### src/shared/lpmc_pkg.sv
// lpmc_pkg: constants and types shared by the low-power mode controller files
// assumes a 50 MHz system clock and a 32-bit AXI4-Lite register bus
package lpmc_pkg;

	// ----------------------------------------------------------------
	// clock and timing
	// ----------------------------------------------------------------
	localparam int CLK_PERIOD_NS    = 20;
	localparam int SETTLE_TIME_NS   = 100;
	// least time, so round up to whole cycles
	localparam int SETTLE_CYC       = (SETTLE_TIME_NS + CLK_PERIOD_NS - 1) / CLK_PERIOD_NS;
	localparam int SETTLE_W         = 4;

	// ----------------------------------------------------------------
	// register map (byte addresses)
	// ----------------------------------------------------------------
	localparam logic [7:0]  CTRL_OFS        = 8'h00;
	localparam logic [7:0]  STAT_OFS        = 8'h04;
	localparam logic [15:0] CTRL_RST        = 16'h0000;
	localparam logic [15:0] CTRL_MASK       = 16'h30FC;

	// fields of system_control_status_one
	localparam int SLEEP_DEPTH_BIT_HI = 13;
	localparam int SLEEP_DEPTH_BIT_LO = 12;
	localparam int PCLK_EN_LSB        = 2;
	localparam int NUM_PCLK           = 6;

	// peripheral enable positions relative to PCLK_EN_LSB
	localparam int PCLK_EVENT_MANAGER_A = 0;
	localparam int PCLK_EVENT_MANAGER_B = 1;
	localparam int PCLK_CAN             = 2;
	localparam int PCLK_SPI             = 3;
	localparam int PCLK_SCI             = 4;
	localparam int PCLK_ADC             = 5;

	// fields of the status register
	localparam int STAT_CPU_LSB  = 0;
	localparam int STAT_MODE_LSB = 8;
	localparam int STAT_BUSY_BIT = 12;

	// ----------------------------------------------------------------
	// AXI responses
	// ----------------------------------------------------------------
	localparam logic [1:0] RESP_OKAY   = 2'h0;
	localparam logic [1:0] RESP_SLVERR = 2'h2;

	// ----------------------------------------------------------------
	// power states
	// ----------------------------------------------------------------
	typedef enum logic [2:0] {
		LPMC_RUN,
		LPMC_LIGHT,
		LPMC_MEDIUM,
		LPMC_DEEP,
		LPMC_RESTART
	} lpmc_mode_t;

endpackage

### src/hdl/lpmc_top.sv
// lpmc_top: low-power mode and clock-domain enable controller
// assumes one 50 MHz clock; clock enables drive gates outside this block,
// idle_exec is a one-cycle pulse from the cpu, registers over AXI4-Lite
`timescale 1ns/1ps

module lpmc_top (
	input  wire logic                           clk,
	input  wire logic                           rst,
	// cpu and interrupt side
	input  wire logic                           idle_exec,
	input  wire logic                           periph_irq,
	input  wire logic                           ext_irq,
	input  wire logic                           wakeup_irq,
	input  wire logic                           drive_protect_interrupt,
	// clock source side
	input  wire logic                           osc_ready,
	input  wire logic                           pll_lock,
	// clock and power enables
	output logic                                cpu_clk_en,
	output logic                                sys_clk_en,
	output logic                                cpu_clock_output_en,
	output logic                                watchdog_clock_en,
	output logic                                pll_en,
	output logic                                osc_en,
	output logic                                flash_pwr_en,
	output logic [lpmc_pkg::NUM_PCLK-1:0]       periph_clk_en,
	// AXI4-Lite slave
	input  wire logic [7:0]                     s_axi_awaddr,
	input  wire logic                           s_axi_awvalid,
	output logic                                s_axi_awready,
	input  wire logic [31:0]                    s_axi_wdata,
	input  wire logic [3:0]                     s_axi_wstrb,
	input  wire logic                           s_axi_wvalid,
	output logic                                s_axi_wready,
	output logic [1:0]                          s_axi_bresp,
	output logic                                s_axi_bvalid,
	input  wire logic                           s_axi_bready,
	input  wire logic [7:0]                     s_axi_araddr,
	input  wire logic                           s_axi_arvalid,
	output logic                                s_axi_arready,
	output logic [31:0]                         s_axi_rdata,
	output logic [1:0]                          s_axi_rresp,
	output logic                                s_axi_rvalid,
	input  wire logic                           s_axi_rready
);

	// ----------------------------------------------------------------
	// state record
	// ----------------------------------------------------------------
	typedef struct packed {
		lpmc_pkg::lpmc_mode_t                mode;
		logic [1:0]                          depth;      // depth caught at idle
		logic [15:0]                         ctrl;       // system_control_status_one
		logic                                cpu_en;
		logic                                sys_en;
		logic                                wd_en;
		logic                                pll_on;
		logic                                osc_on;
		logic                                flash_on;
		logic [lpmc_pkg::NUM_PCLK-1:0]       pclk;
		logic [7:0]                          aw_addr;
		logic                                have_aw;
		logic [31:0]                         wdata;
		logic [3:0]                          wstrb;
		logic                                have_w;
		logic                                awready;
		logic                                wready;
		logic                                bvalid;
		logic [1:0]                          bresp;
		logic                                arready;
		logic                                rvalid;
		logic [31:0]                         rdata;
		logic [1:0]                          rresp;
	} lpmc_state_t;

	lpmc_state_t r_reg;
	lpmc_state_t r_next;

	logic wake;
	logic seq_start;
	logic seq_sys;
	logic seq_cpu;
	logic seq_busy;

	// ----------------------------------------------------------------
	// helpers
	// ----------------------------------------------------------------
	// merge byte lanes of a write into a 16-bit register
	function automatic logic [15:0] merge16(input logic [15:0] old, input logic [31:0] d, input logic [3:0] be);
		logic [15:0] v;
		v = old;
		if (be[0]) v[7:0]  = d[7:0];
		if (be[1]) v[15:8] = d[15:8];
		return v;
	endfunction

	// depth field to the sleep state it selects
	function automatic lpmc_pkg::lpmc_mode_t depth_mode(input logic [1:0] d);
		if (d[1])      return lpmc_pkg::LPMC_DEEP;
		else if (d[0]) return lpmc_pkg::LPMC_MEDIUM;
		else           return lpmc_pkg::LPMC_LIGHT;
	endfunction

	// ----------------------------------------------------------------
	// submodules
	// ----------------------------------------------------------------
	lpmc_wake_sel u_wake (
		.mode                    (r_reg.mode),
		.periph_irq              (periph_irq),
		.ext_irq                 (ext_irq),
		.wakeup_irq              (wakeup_irq),
		.drive_protect_interrupt (drive_protect_interrupt),
		.wake                    (wake)
	);

	// restart begins when the deepest sleep sees its wake source
	assign seq_start = (r_reg.mode == lpmc_pkg::LPMC_DEEP) && wake;

	lpmc_restart_seq u_seq (
		.clk         (clk),
		.rst         (rst),
		.start       (seq_start),
		.osc_ready   (osc_ready),
		.pll_lock    (pll_lock),
		.sys_release (seq_sys),
		.cpu_release (seq_cpu),
		.busy        (seq_busy)
	);

	// ----------------------------------------------------------------
	// next state
	// ----------------------------------------------------------------
	always_comb begin
		r_next = r_reg;

		// power state machine
		unique case (r_reg.mode)
			lpmc_pkg::LPMC_RUN: begin
				if (idle_exec) begin
					// depth taken only here, later depth writes do not change the sleep state
					r_next.depth = r_reg.ctrl[lpmc_pkg::SLEEP_DEPTH_BIT_HI:lpmc_pkg::SLEEP_DEPTH_BIT_LO];
					r_next.mode  = depth_mode(r_next.depth);
				end
			end
			lpmc_pkg::LPMC_LIGHT,
			lpmc_pkg::LPMC_MEDIUM: begin
				if (wake) begin
					r_next.mode = lpmc_pkg::LPMC_RUN;
				end
			end
			lpmc_pkg::LPMC_DEEP: begin
				if (wake) begin
					r_next.mode = lpmc_pkg::LPMC_RESTART;
				end
			end
			lpmc_pkg::LPMC_RESTART: begin
				if (seq_cpu && !seq_busy) begin
					r_next.mode = lpmc_pkg::LPMC_RUN;
				end
			end
			default: r_next.mode = lpmc_pkg::LPMC_RUN;
		endcase

		// domain enables follow the state being entered
		// the sequencer still shows its idle release in the wake cycle, so mask it then
		r_next.cpu_en = (r_next.mode == lpmc_pkg::LPMC_RUN) ||
		                ((r_next.mode == lpmc_pkg::LPMC_RESTART) && seq_cpu && !seq_busy &&
		                 !seq_start);
		r_next.sys_en = (r_next.mode == lpmc_pkg::LPMC_RUN) ||
		                (r_next.mode == lpmc_pkg::LPMC_LIGHT) ||
		                ((r_next.mode == lpmc_pkg::LPMC_RESTART) && seq_sys && !seq_start);
		// only the deepest sleep drops the sources and the flash
		r_next.wd_en    = (r_next.mode != lpmc_pkg::LPMC_DEEP);
		r_next.pll_on   = (r_next.mode != lpmc_pkg::LPMC_DEEP);
		r_next.osc_on   = (r_next.mode != lpmc_pkg::LPMC_DEEP);
		r_next.flash_on = (r_next.mode != lpmc_pkg::LPMC_DEEP);

		// write address and data are taken in either order
		if (s_axi_awvalid && r_reg.awready) begin
			r_next.aw_addr = s_axi_awaddr;
			r_next.have_aw = 1'b1;
		end
		if (s_axi_wvalid && r_reg.wready) begin
			r_next.wdata  = s_axi_wdata;
			r_next.wstrb  = s_axi_wstrb;
			r_next.have_w = 1'b1;
		end

		// write response retires on bready
		if (r_reg.bvalid && s_axi_bready) begin
			r_next.bvalid = 1'b0;
		end

		// perform the write once both halves are here
		if (r_next.have_aw && r_next.have_w && !r_reg.bvalid) begin
			r_next.have_aw = 1'b0;
			r_next.have_w  = 1'b0;
			r_next.bvalid  = 1'b1;
			if (r_next.aw_addr[7:2] == lpmc_pkg::CTRL_OFS[7:2]) begin
				// enables may change at any time
				r_next.ctrl  = merge16(r_reg.ctrl, r_next.wdata, r_next.wstrb) & lpmc_pkg::CTRL_MASK;
				r_next.bresp = lpmc_pkg::RESP_OKAY;
			end else if (r_next.aw_addr[7:2] == lpmc_pkg::STAT_OFS[7:2]) begin
				r_next.bresp = lpmc_pkg::RESP_OKAY;  // read-only, write ignored
			end else begin
				r_next.bresp = lpmc_pkg::RESP_SLVERR;
			end
		end
		r_next.awready = !r_next.have_aw && !r_next.bvalid;
		r_next.wready  = !r_next.have_w && !r_next.bvalid;

		// read channel
		if (r_reg.rvalid && s_axi_rready) begin
			r_next.rvalid  = 1'b0;
			r_next.arready = 1'b1;
		end
		if (s_axi_arvalid && r_reg.arready) begin
			r_next.arready = 1'b0;
			r_next.rvalid  = 1'b1;
			r_next.rdata   = 32'h0000_0000;
			r_next.rresp   = lpmc_pkg::RESP_OKAY;
			if (s_axi_araddr[7:2] == lpmc_pkg::CTRL_OFS[7:2]) begin
				r_next.rdata[15:0] = r_reg.ctrl;
			end else if (s_axi_araddr[7:2] == lpmc_pkg::STAT_OFS[7:2]) begin
				// live enables, power state and restart activity
				r_next.rdata[lpmc_pkg::STAT_CPU_LSB +: 6] = {r_reg.flash_on, r_reg.osc_on, r_reg.pll_on,
				                                             r_reg.wd_en, r_reg.sys_en, r_reg.cpu_en};
				r_next.rdata[lpmc_pkg::STAT_MODE_LSB +: 3] = r_reg.mode;
				r_next.rdata[lpmc_pkg::STAT_BUSY_BIT]      = seq_busy;
			end else begin
				r_next.rresp = lpmc_pkg::RESP_SLVERR;
			end
		end

		// peripheral clocks run only with their bit set and the system domain on
		r_next.pclk = r_next.ctrl[lpmc_pkg::PCLK_EN_LSB +: lpmc_pkg::NUM_PCLK] &
		              {lpmc_pkg::NUM_PCLK{r_next.sys_en}};
	end

	// ----------------------------------------------------------------
	// state register
	// ----------------------------------------------------------------
	always_ff @(posedge clk or posedge rst) begin
		if (rst) begin
			r_reg          <= '0;
			r_reg.mode     <= lpmc_pkg::LPMC_RUN;  // reset ends any sleep
			r_reg.ctrl     <= lpmc_pkg::CTRL_RST;  // peripheral clocks start off
			r_reg.cpu_en   <= 1'b1;
			r_reg.sys_en   <= 1'b1;
			r_reg.wd_en    <= 1'b1;
			r_reg.pll_on   <= 1'b1;
			r_reg.osc_on   <= 1'b1;
			r_reg.flash_on <= 1'b1;
			r_reg.awready  <= 1'b1;
			r_reg.wready   <= 1'b1;
			r_reg.arready  <= 1'b1;
		end else begin
			r_reg <= r_next;
		end
	end

	// ----------------------------------------------------------------
	// outputs, all from flip-flops
	// ----------------------------------------------------------------
	assign cpu_clk_en          = r_reg.cpu_en;
	assign sys_clk_en          = r_reg.sys_en;
	assign cpu_clock_output_en = r_reg.sys_en;    // output clock feeds the system domain
	assign watchdog_clock_en   = r_reg.wd_en;
	assign pll_en              = r_reg.pll_on;
	assign osc_en              = r_reg.osc_on;
	assign flash_pwr_en        = r_reg.flash_on;
	assign periph_clk_en       = r_reg.pclk;
	assign s_axi_awready       = r_reg.awready;
	assign s_axi_wready        = r_reg.wready;
	assign s_axi_bvalid        = r_reg.bvalid;
	assign s_axi_bresp         = r_reg.bresp;
	assign s_axi_arready       = r_reg.arready;
	assign s_axi_rvalid        = r_reg.rvalid;
	assign s_axi_rdata         = r_reg.rdata;
	assign s_axi_rresp         = r_reg.rresp;

endmodule // lpmc_top

### src/hdl/lpmc_wake_sel.sv
// lpmc_wake_sel: picks the wake-up sources that count in the current sleep depth
// assumes interrupt inputs are levels synchronous to the system clock
`timescale 1ns/1ps
module lpmc_wake_sel (
	input  wire lpmc_pkg::lpmc_mode_t mode,
	input  wire logic                 periph_irq,
	input  wire logic                 ext_irq,
	input  wire logic                 wakeup_irq,
	input  wire logic                 drive_protect_interrupt,
	output logic                      wake
);

	// ----------------------------------------------------------------
	// source selection by depth
	// ----------------------------------------------------------------
	always_comb begin
		unique case (mode)
			lpmc_pkg::LPMC_LIGHT:  wake = periph_irq | ext_irq | drive_protect_interrupt;
			lpmc_pkg::LPMC_MEDIUM: wake = wakeup_irq | ext_irq | drive_protect_interrupt;
			lpmc_pkg::LPMC_DEEP:   wake = drive_protect_interrupt;
			default:               wake = 1'b0;
		endcase
	end

endmodule // lpmc_wake_sel

### src/hdl/lpmc_restart_seq.sv
// lpmc_restart_seq: brings the clock domains back after the deepest sleep
// assumes osc_ready and pll_lock are synchronous levels from the clock source
`timescale 1ns/1ps
module lpmc_restart_seq (
	input  wire logic clk,
	input  wire logic rst,
	input  wire logic start,
	input  wire logic osc_ready,
	input  wire logic pll_lock,
	output logic      sys_release,
	output logic      cpu_release,
	output logic      busy
);

	typedef enum logic [1:0] {
		SEQ_IDLE,
		SEQ_WAIT_SRC,
		SEQ_SETTLE,
		SEQ_SYS_ON
	} lpmc_seq_t;

	typedef struct packed {
		lpmc_seq_t                      st;
		logic [lpmc_pkg::SETTLE_W-1:0]  cnt;
		logic                           sys;
		logic                           cpu;
	} lpmc_seq_state_t;

	lpmc_seq_state_t s_reg;
	lpmc_seq_state_t s_next;

	// ----------------------------------------------------------------
	// sequence: sources up, settle, system domain, then cpu domain
	// ----------------------------------------------------------------
	always_comb begin
		s_next = s_reg;
		unique case (s_reg.st)
			SEQ_IDLE: begin
				if (start) begin
					s_next.st  = SEQ_WAIT_SRC;
					s_next.sys = 1'b0;
					s_next.cpu = 1'b0;
				end
			end
			SEQ_WAIT_SRC: begin
				if (osc_ready && pll_lock) begin
					s_next.st  = SEQ_SETTLE;
					s_next.cnt = '0;
				end
			end
			SEQ_SETTLE: begin
				if (!(osc_ready && pll_lock)) begin
					s_next.st = SEQ_WAIT_SRC;  // lost lock, wait again
				end else if (s_next.cnt == lpmc_pkg::SETTLE_W'(lpmc_pkg::SETTLE_CYC - 1)) begin
					s_next.st  = SEQ_SYS_ON;
					s_next.sys = 1'b1;  // system domain first
				end else begin
					s_next.cnt = s_reg.cnt + 1'b1;
				end
			end
			SEQ_SYS_ON: begin
				s_next.st  = SEQ_IDLE;
				s_next.cpu = 1'b1;  // cpu domain one cycle later
			end
		endcase
	end

	always_ff @(posedge clk or posedge rst) begin
		if (rst) begin
			s_reg <= '{st: SEQ_IDLE, cnt: '0, sys: 1'b1, cpu: 1'b1};
		end else begin
			s_reg <= s_next;
		end
	end

	assign sys_release = s_reg.sys;
	assign cpu_release = s_reg.cpu;
	assign busy        = (s_reg.st != SEQ_IDLE);

endmodule // lpmc_restart_seq

### config.mk
export PLATFORM = sky130hd
export DESIGN_NAME = lpmc_top
export DESIGN_NICKNAME = d
export VERILOG_FILES = /design/src/shared/lpmc_pkg.sv /design/src/hdl/lpmc_top.sv /design/src/hdl/lpmc_wake_sel.sv /design/src/hdl/lpmc_restart_seq.sv
export SDC_FILE = /design/constraint.sdc
export NUM_CORES = 1
export LEC_CHECK = 0
export BUFFER_PORTS_ARGS = -buffer_cell sky130_fd_sc_hd__buf_2
export CAP_MARGIN = 0
export CORE_ASPECT_RATIO = 0.7
export CORE_MARGIN = 5
export CORE_UTILIZATION = 36
export DETAILED_ROUTE_END_ITERATION = 10
export HOLD_SLACK_MARGIN = 0.12
export SETUP_SLACK_MARGIN = 0.1
export SLEW_MARGIN = 0
export SYNTH_ARGS = -nofsm -noshare
export SYNTH_HDL_FRONTEND = slang
export SYNTH_SLANG_ARGS = --single-unit
### constraint.sdc
create_clock -name clk -period 2.85 [get_ports clk]
set_input_delay 0.1425 -clock clk [delete_from_list [all_inputs] [get_ports clk]]
set_output_delay 0.1425 -clock clk [all_outputs]
set_load 0.05 [all_outputs]
==> results of run 1 <==
-- final cells by class --
| type | count | area, um2 |
|---|---|---|
| fillers | 802 | 4580 |
| flip-flops and latches | 66 | 1660 |
| multi-input cells | 175 | 1160 |
| repair buffers | 93 | 581 |
| clock buffers | 10 | 229 |
| well taps | 120 | 150 |
| clock inverters | 6 | 90.1 |
| inverters | 9 | 33.8 |
-- logic make-up (layout without fill, tap and decap cells) --
family | Yosys count | count (layout) | share of synthesized area, %
AOI/OAI and AO/OA | 40 | 40 | 9.00
xor gates and xnor gates | 1 | 1 | 0.279
adders and majority gates | 2 | 2 | 0.797
buffers and inverters | 60 | 118 | 12.7
DFF | 66 | 66 | 52.9
muxes | 32 | 32 | 11.2
other | 1 | 21 | 0.119
and+or+nand+nor | 79 | 79 | 13.0
-- routing by layer --
metal / vias to the layer above / routed length [um] / GRT usage (%)
met4: 0 / 53 / 4.27
met5: - / 0 / 0
met3: 4 / 444 / 4.65
li1: 1050 / - / -
met1: 1020 / 2970 / 16.3
met2: 61 / 2630 / 17.4
-- placed cells by master, fill, tap and decap left out, types with 5 or more instances in the layout --
cell type	Yosys	layout
a21oi_1	6	6
a22o_1	5	5
and2b_2	6	6
buf_2	0	68
clkbuf_16	0	9
conb_1	1	21
dfrtp_1	58	58
dfstp_2	8	8
dlygate4sd3_1	0	21
inv_1	9	8
mux2_2	25	25
mux2i_1	7	7
nand2_1	27	27
nand3_1	5	5
nor2_1	13	13
nor3_1	8	8
o21ai_0	15	15
o31ai_1	5	5
-- synth_stat cells, drive strengths merged --
cell type	number
o31ai	5
nand4	1
and3b	1
or3	1
mux2i	7
ha	2
nor4b	1
a221oi	1
a32o	1
o21bai	1
nor2	13
xnor2	1
nor2b	3
and2b	6
nor4	1
inv	9
a22o	5
or2	3
o22a	1
a21oi	6
nand3	5
and3	1
conb	1
buf	46
dfrtp	58
clkbuf	5
a2111oi	1
nor3	8
nand3b	2
o21a	1
o2111ai	1
nand2	28
or4	1
dfstp	8
nand4b	1
nor3b	1
a22oi	1
o21ba	1
o21ai	15
nand2b	2
mux2	25
-- how the worst max path moves through the flow --
stage | start | to | slack, ns | depth (start not counted)
after floorplan | s_axi_awready$_DFF_PP1_ | periph_clk_en[0]$_DFF_PP0_ | 0.26 | 5
after global placement | s_axi_awready$_DFF_PP1_ | periph_clk_en[3]$_DFF_PP0_ | 0.50 | 6
after detailed placement | s_axi_awready$_DFF_PP1_ | periph_clk_en[2]$_DFF_PP0_ | 0.50 | 6
after CTS | s_axi_awaddr[3] | periph_clk_en[3]$_DFF_PP0_ | 0.31 | 8
after global routing | s_axi_awaddr[3] | periph_clk_en[0]$_DFF_PP0_ | 0.22 | 8
final | s_axi_awaddr[3] | periph_clk_en[3]$_DFF_PP0_ | 0.29 | 8
-- tightest hold or removal path, cell delays in order --
cell	delay, ns
buf_2	0.10
a21oi_1	0.10
nor2_1	0.09
-- power by group --
group	leakage [nW]	total, mW	internal, mW	switching [mW]
Clock	0.153	1.16	0.768	0.396
Combinational	0.902	1.27	0.458	0.812
Sequential	0.839	1.49	1.28	0.209
Total	1.89	3.93	2.51	1.42
==> run metrics, run 1 <==
status complete, no violations; CTS tree yes; via/cell ratio 4.46; Critical path buffers and inverters 3; synthesis-to-layout area growth 24.2%; worst path cell trace dlygate4sd3_1 > buf_2 > or3_1 > or4_4 > a2111oi_4 > buf_4 > mux2_2 > and2b_2; clk_lat worst skew 0.33 ns; Residual DRC 0; Syn Inst Count 281; Worst R2R Path Depth 6; total CTS buffers 9; via count 2135; Cell Area, Placed 3370 um2; Slowest Stage Delay on Critical Path 0.53 ns; WP data arrival 2.77 ns; Yosys reg bits 66; setup TNS 0 ns; reg2reg end periph_clk_en[3]$_DFF_PP0_; hold_buf cts 21; DR pass1 iterations 4; Startpoint Class input pin; register area share after synthesis 52.9%; HPWL Detailed 4.42 mm; DIE AREA 10700 um2; Setup WS pre-CTS 0.496 ns; GRT overflow 0; Die X 122 um; Port Buffers 68; leakage 1.89 nW; # Post-CTS Setup Buffers 0; Finished Core Util 46.0%; Distinct cells, synth 42; Crit path required time 3.06 ns; r2r setup slk 0.47 ns; crit path max fanout 6; max FFs per register 29; CP max-delay cell dlygate4sd3_1; CP Capture Type flop; initial antenna violation count 0; kind of cell adding the most delay to the critical path simple AND/OR/NAND/NOR gates; hold endpoint r_reg[41]$_DFF_PP0_; Total Wirelength 6.10 mm; clk root buf clkbuf_16; GRT Total Usage 12.0%; hold_sp s_axi_wvalid; Finished Cell Area 3900 um2; CTS sink cnt 66; fin crit share 90.0%; Yosys top cell area share 46.2%; reg2reg start s_axi_awready$_DFF_PP1_; RSZ-0062 raised after global routing false; Max Cap Viol 0; top cell type by total area after synthesis dfrtp_1; Die Ht 88.1 um; top post-synthesis cells by area dfrtp_1 (46%), buf_4 (11%), mux2_2 (9.0%); Rows 28; core area 8480 um2; GP Congestion 0.738; Cells after DPL 442; vias in the first global route 2020; min-delay worst type in2reg; Netlist Area Pre-Place 3140 um2; DRT iter0 DRCs 62; Resized cells post-CTS 0; PnR worst setup slack 0.286 ns; CTS max path bufs 2; Initial Util 37.0%; pwr/cell area 1010 nW/um2; Final min period 2.56 ns; Max-Slew Margin vs Limit 45.7%; hold path depth 3; Max Fclk 390 MHz; ratio of cells with drive above 1 in the final layout 37.3%; final total power 3.93 mW; final setup skew 0.00624 ns; Setup CP Type in2reg; # setup viols final 0; Pins Over Slew Limit 0; Post-Layout Cell Count 479; global-route wire length before repair 9.85 mm; H-tree levels 3; IO Pins 120; nets@finish 422; wire per inst 12.7 um; post-route ant nets 0; Slew @ Worst Pin 0.814 ns; Peak VDD IR 0.456 mV; Ys Warns 0; largest net degree at the start of global routing 67; hold_ws 0.150 ns; Final Hold Fails 0; Syn Area/Cell 11.2 um2; Clock Pin Slew Worst Setup and Hold Paths 0.05 ns; Antenna Cells 0
(Power assumes the default switching activity.)
==> inputs of run 2 (changes only) <==
- CORE_UTILIZATION: 36 -> 35
==> run 2 against run 1 <==
  * Count of clock-buffer cells in the layout increased by 2
  * Critical path depth decreased by 1
  * First-iteration DRC count increased by 53%
  * Clock skew increased by 0.00095 ns
  * Die area increased by 2.6%
  * Fmax decreased by 3.3%
  * Combinational power about the same
  * Highest routed layer unchanged
==> run metrics, run 2 (synthesis results as in run 1) <==
Port Buffers 68; ratio of cells with drive above 1 in the final layout 36.9%; Max Fclk 377 MHz; fin crit share 93.0%; total CTS buffers 9; Max-Slew Margin vs Limit 45.8%; Fillers 839; Antenna Cells 0; pwr/cell area 997 nW/um2; Slew @ Worst Pin 0.812 ns; setup TNS 0 ns; Die X 123 um; reg2reg start s_axi_awready$_DFF_PP1_; GRT Total Usage 12.2%; nets@finish 421; most frequent cells in the layout buf_2 (68), dfrtp_1 (58), nand2_1 (27); DR pass1 iterations 4; Peak VDD IR 0.420 mV; crit path max fanout 6; DIE AREA 11000 um2; Pins Over Slew Limit 0; WP data arrival 2.87 ns; Initial Util 36.4%; Setup WS pre-CTS 0.337 ns; hold_ws 0.154 ns; hold_sp s_axi_wvalid; Worst setup startpoint s_axi_awaddr[3]; CP Capture Type flop; status complete, no violations; Final Hold Fails 0; PnR worst setup slack 0.198 ns; CTS max path bufs 2; Rows 28; RSZ-0062 raised after global routing false; IO Pins 120; Total Wirelength 6.40 mm; H-tree levels 3; Die Ht 89.3 um; clk root buf clkbuf_16; core area 8620 um2; Residual DRC 0; Max Cap Viol 0; sw power 1.42 mW; Reg power frac 38.7%; Crit path required time 3.06 ns; max FFs per register 29; GRT overflow 0; Startpoint Class input pin; leakage 1.88 nW; GP Congestion 0.811; DRT iter0 DRCs 95; min-delay worst type in2reg; clock network power share 28.0%; combinational share of power 33.3%; via count 2142; Final min period 2.65 ns; post-route ant nets 0; vias in the first global route 2118; global-route wire length before repair 10.2 mm; CTS sink cnt 66; initial antenna violation count 0; final setup skew 0.00718 ns; Setup CP Type in2reg; HPWL Detailed 4.53 mm; wire per inst 13.4 um; synthesis-to-layout area growth 23.3%; via/cell ratio 4.48; most common cell after layout, fill and taps aside buf_2; # setup viols final 0; largest net degree at the start of global routing 67; Switching Share 36.8%; clk_lat worst skew 0.32 ns; CTS tree yes; Clock Pin Slew Worst Setup and Hold Paths 0.05 ns; P_int 2.44 mW
==> run 2: changes by cell type in the layout (fill, tap and decap cells not counted) <==
cell	previous run	this run
inv_6	1	0
bufinv_16	2	1
buf_4	4	3
clkbuf_1	1	2
clkbuf_8	0	1
==> run 2: final timing paths <==
path / endpoint / slack [ns] / cells past startpoint
setup / recovery: periph_clk_en[4]$_DFF_PP0_ / 0.20 / 7
hold / removal: r_reg[41]$_DFF_PP0_ / 0.15 / 3
setup reg to reg: periph_clk_en[4]$_DFF_PP0_ / 0.42 / 5
hold reg to reg: s_axi_rdata[5]$_DFFE_PP0P_ / 0.47 / 2
max in group asynchronous: u_seq.s_reg[7]$_DFFE_PP0P_ / 1.71 / 4
min in group asynchronous: r_reg[83]$_DFF_PP0_ / 0.59 / 4
==> run 2: critical path, stage by stage <==
cell           delay (ns)
dlygate4sd3_1        0.53
buf_2                0.13
or3_1                0.39
or4_4                0.47
a2111oi_4            0.59
mux2_2               0.42
and2b_2              0.19
==> run 2: per-stage QoR <==
step                power (mW)  utilization [%]  instances  cell area (um2)
floorplan                 2.58                -        301             3220
global placement          2.74             39.0        441             3360
detailed placement        2.78             39.0        441             3360
CTS                       3.92             44.9        478             3870
global route              4.11             44.9        478             3870
finish                    3.86             44.9        478             3870
==> run 2: final cells by class <==
class | instances | area (um2) | area share, %
multi-input combinational | 175 | 1160 | 29.9
clock buffer | 12 | 246 | 6.37
inverter | 9 | 33.8 | 0.872
clock inverter | 4 | 51.3 | 1.32
tap | 120 | 150 | 3.88
timing repair buffer | 92 | 573 | 14.8
sequential | 66 | 1660 | 42.9
==> run 2: what timing repair did <==
| item | 4_1_cts | 5_1_grt |
|---|---|---|
| setup buffers | 0 | 0 |
| setup endpoints to repair | 0 | 6 |
| resized for setup | 0 | 0 |
| hold buffers | 21 | 0 |
| hold endpoints to repair | 77 | 0 |
==> run 2: power groups by stage <==
stage	sequential [mW]	clock, mW	combinational [mW]
after floorplan	1.58	0	0.998
after global placement	1.50	0	1.24
after detailed placement	1.51	0	1.27
after CTS	1.50	1.12	1.30
after global routing	1.54	1.17	1.40
final	1.50	1.08	1.29
==> run 2: routing by layer <==
metal	global-route usage, %	wire length (um)	vias to the layer above
met2	18.8	2860	68
li1	-	-	1046
met1	15.3	2910	1020
met4	4.82	93	0
met5	0	0	-
met3	4.87	543	8
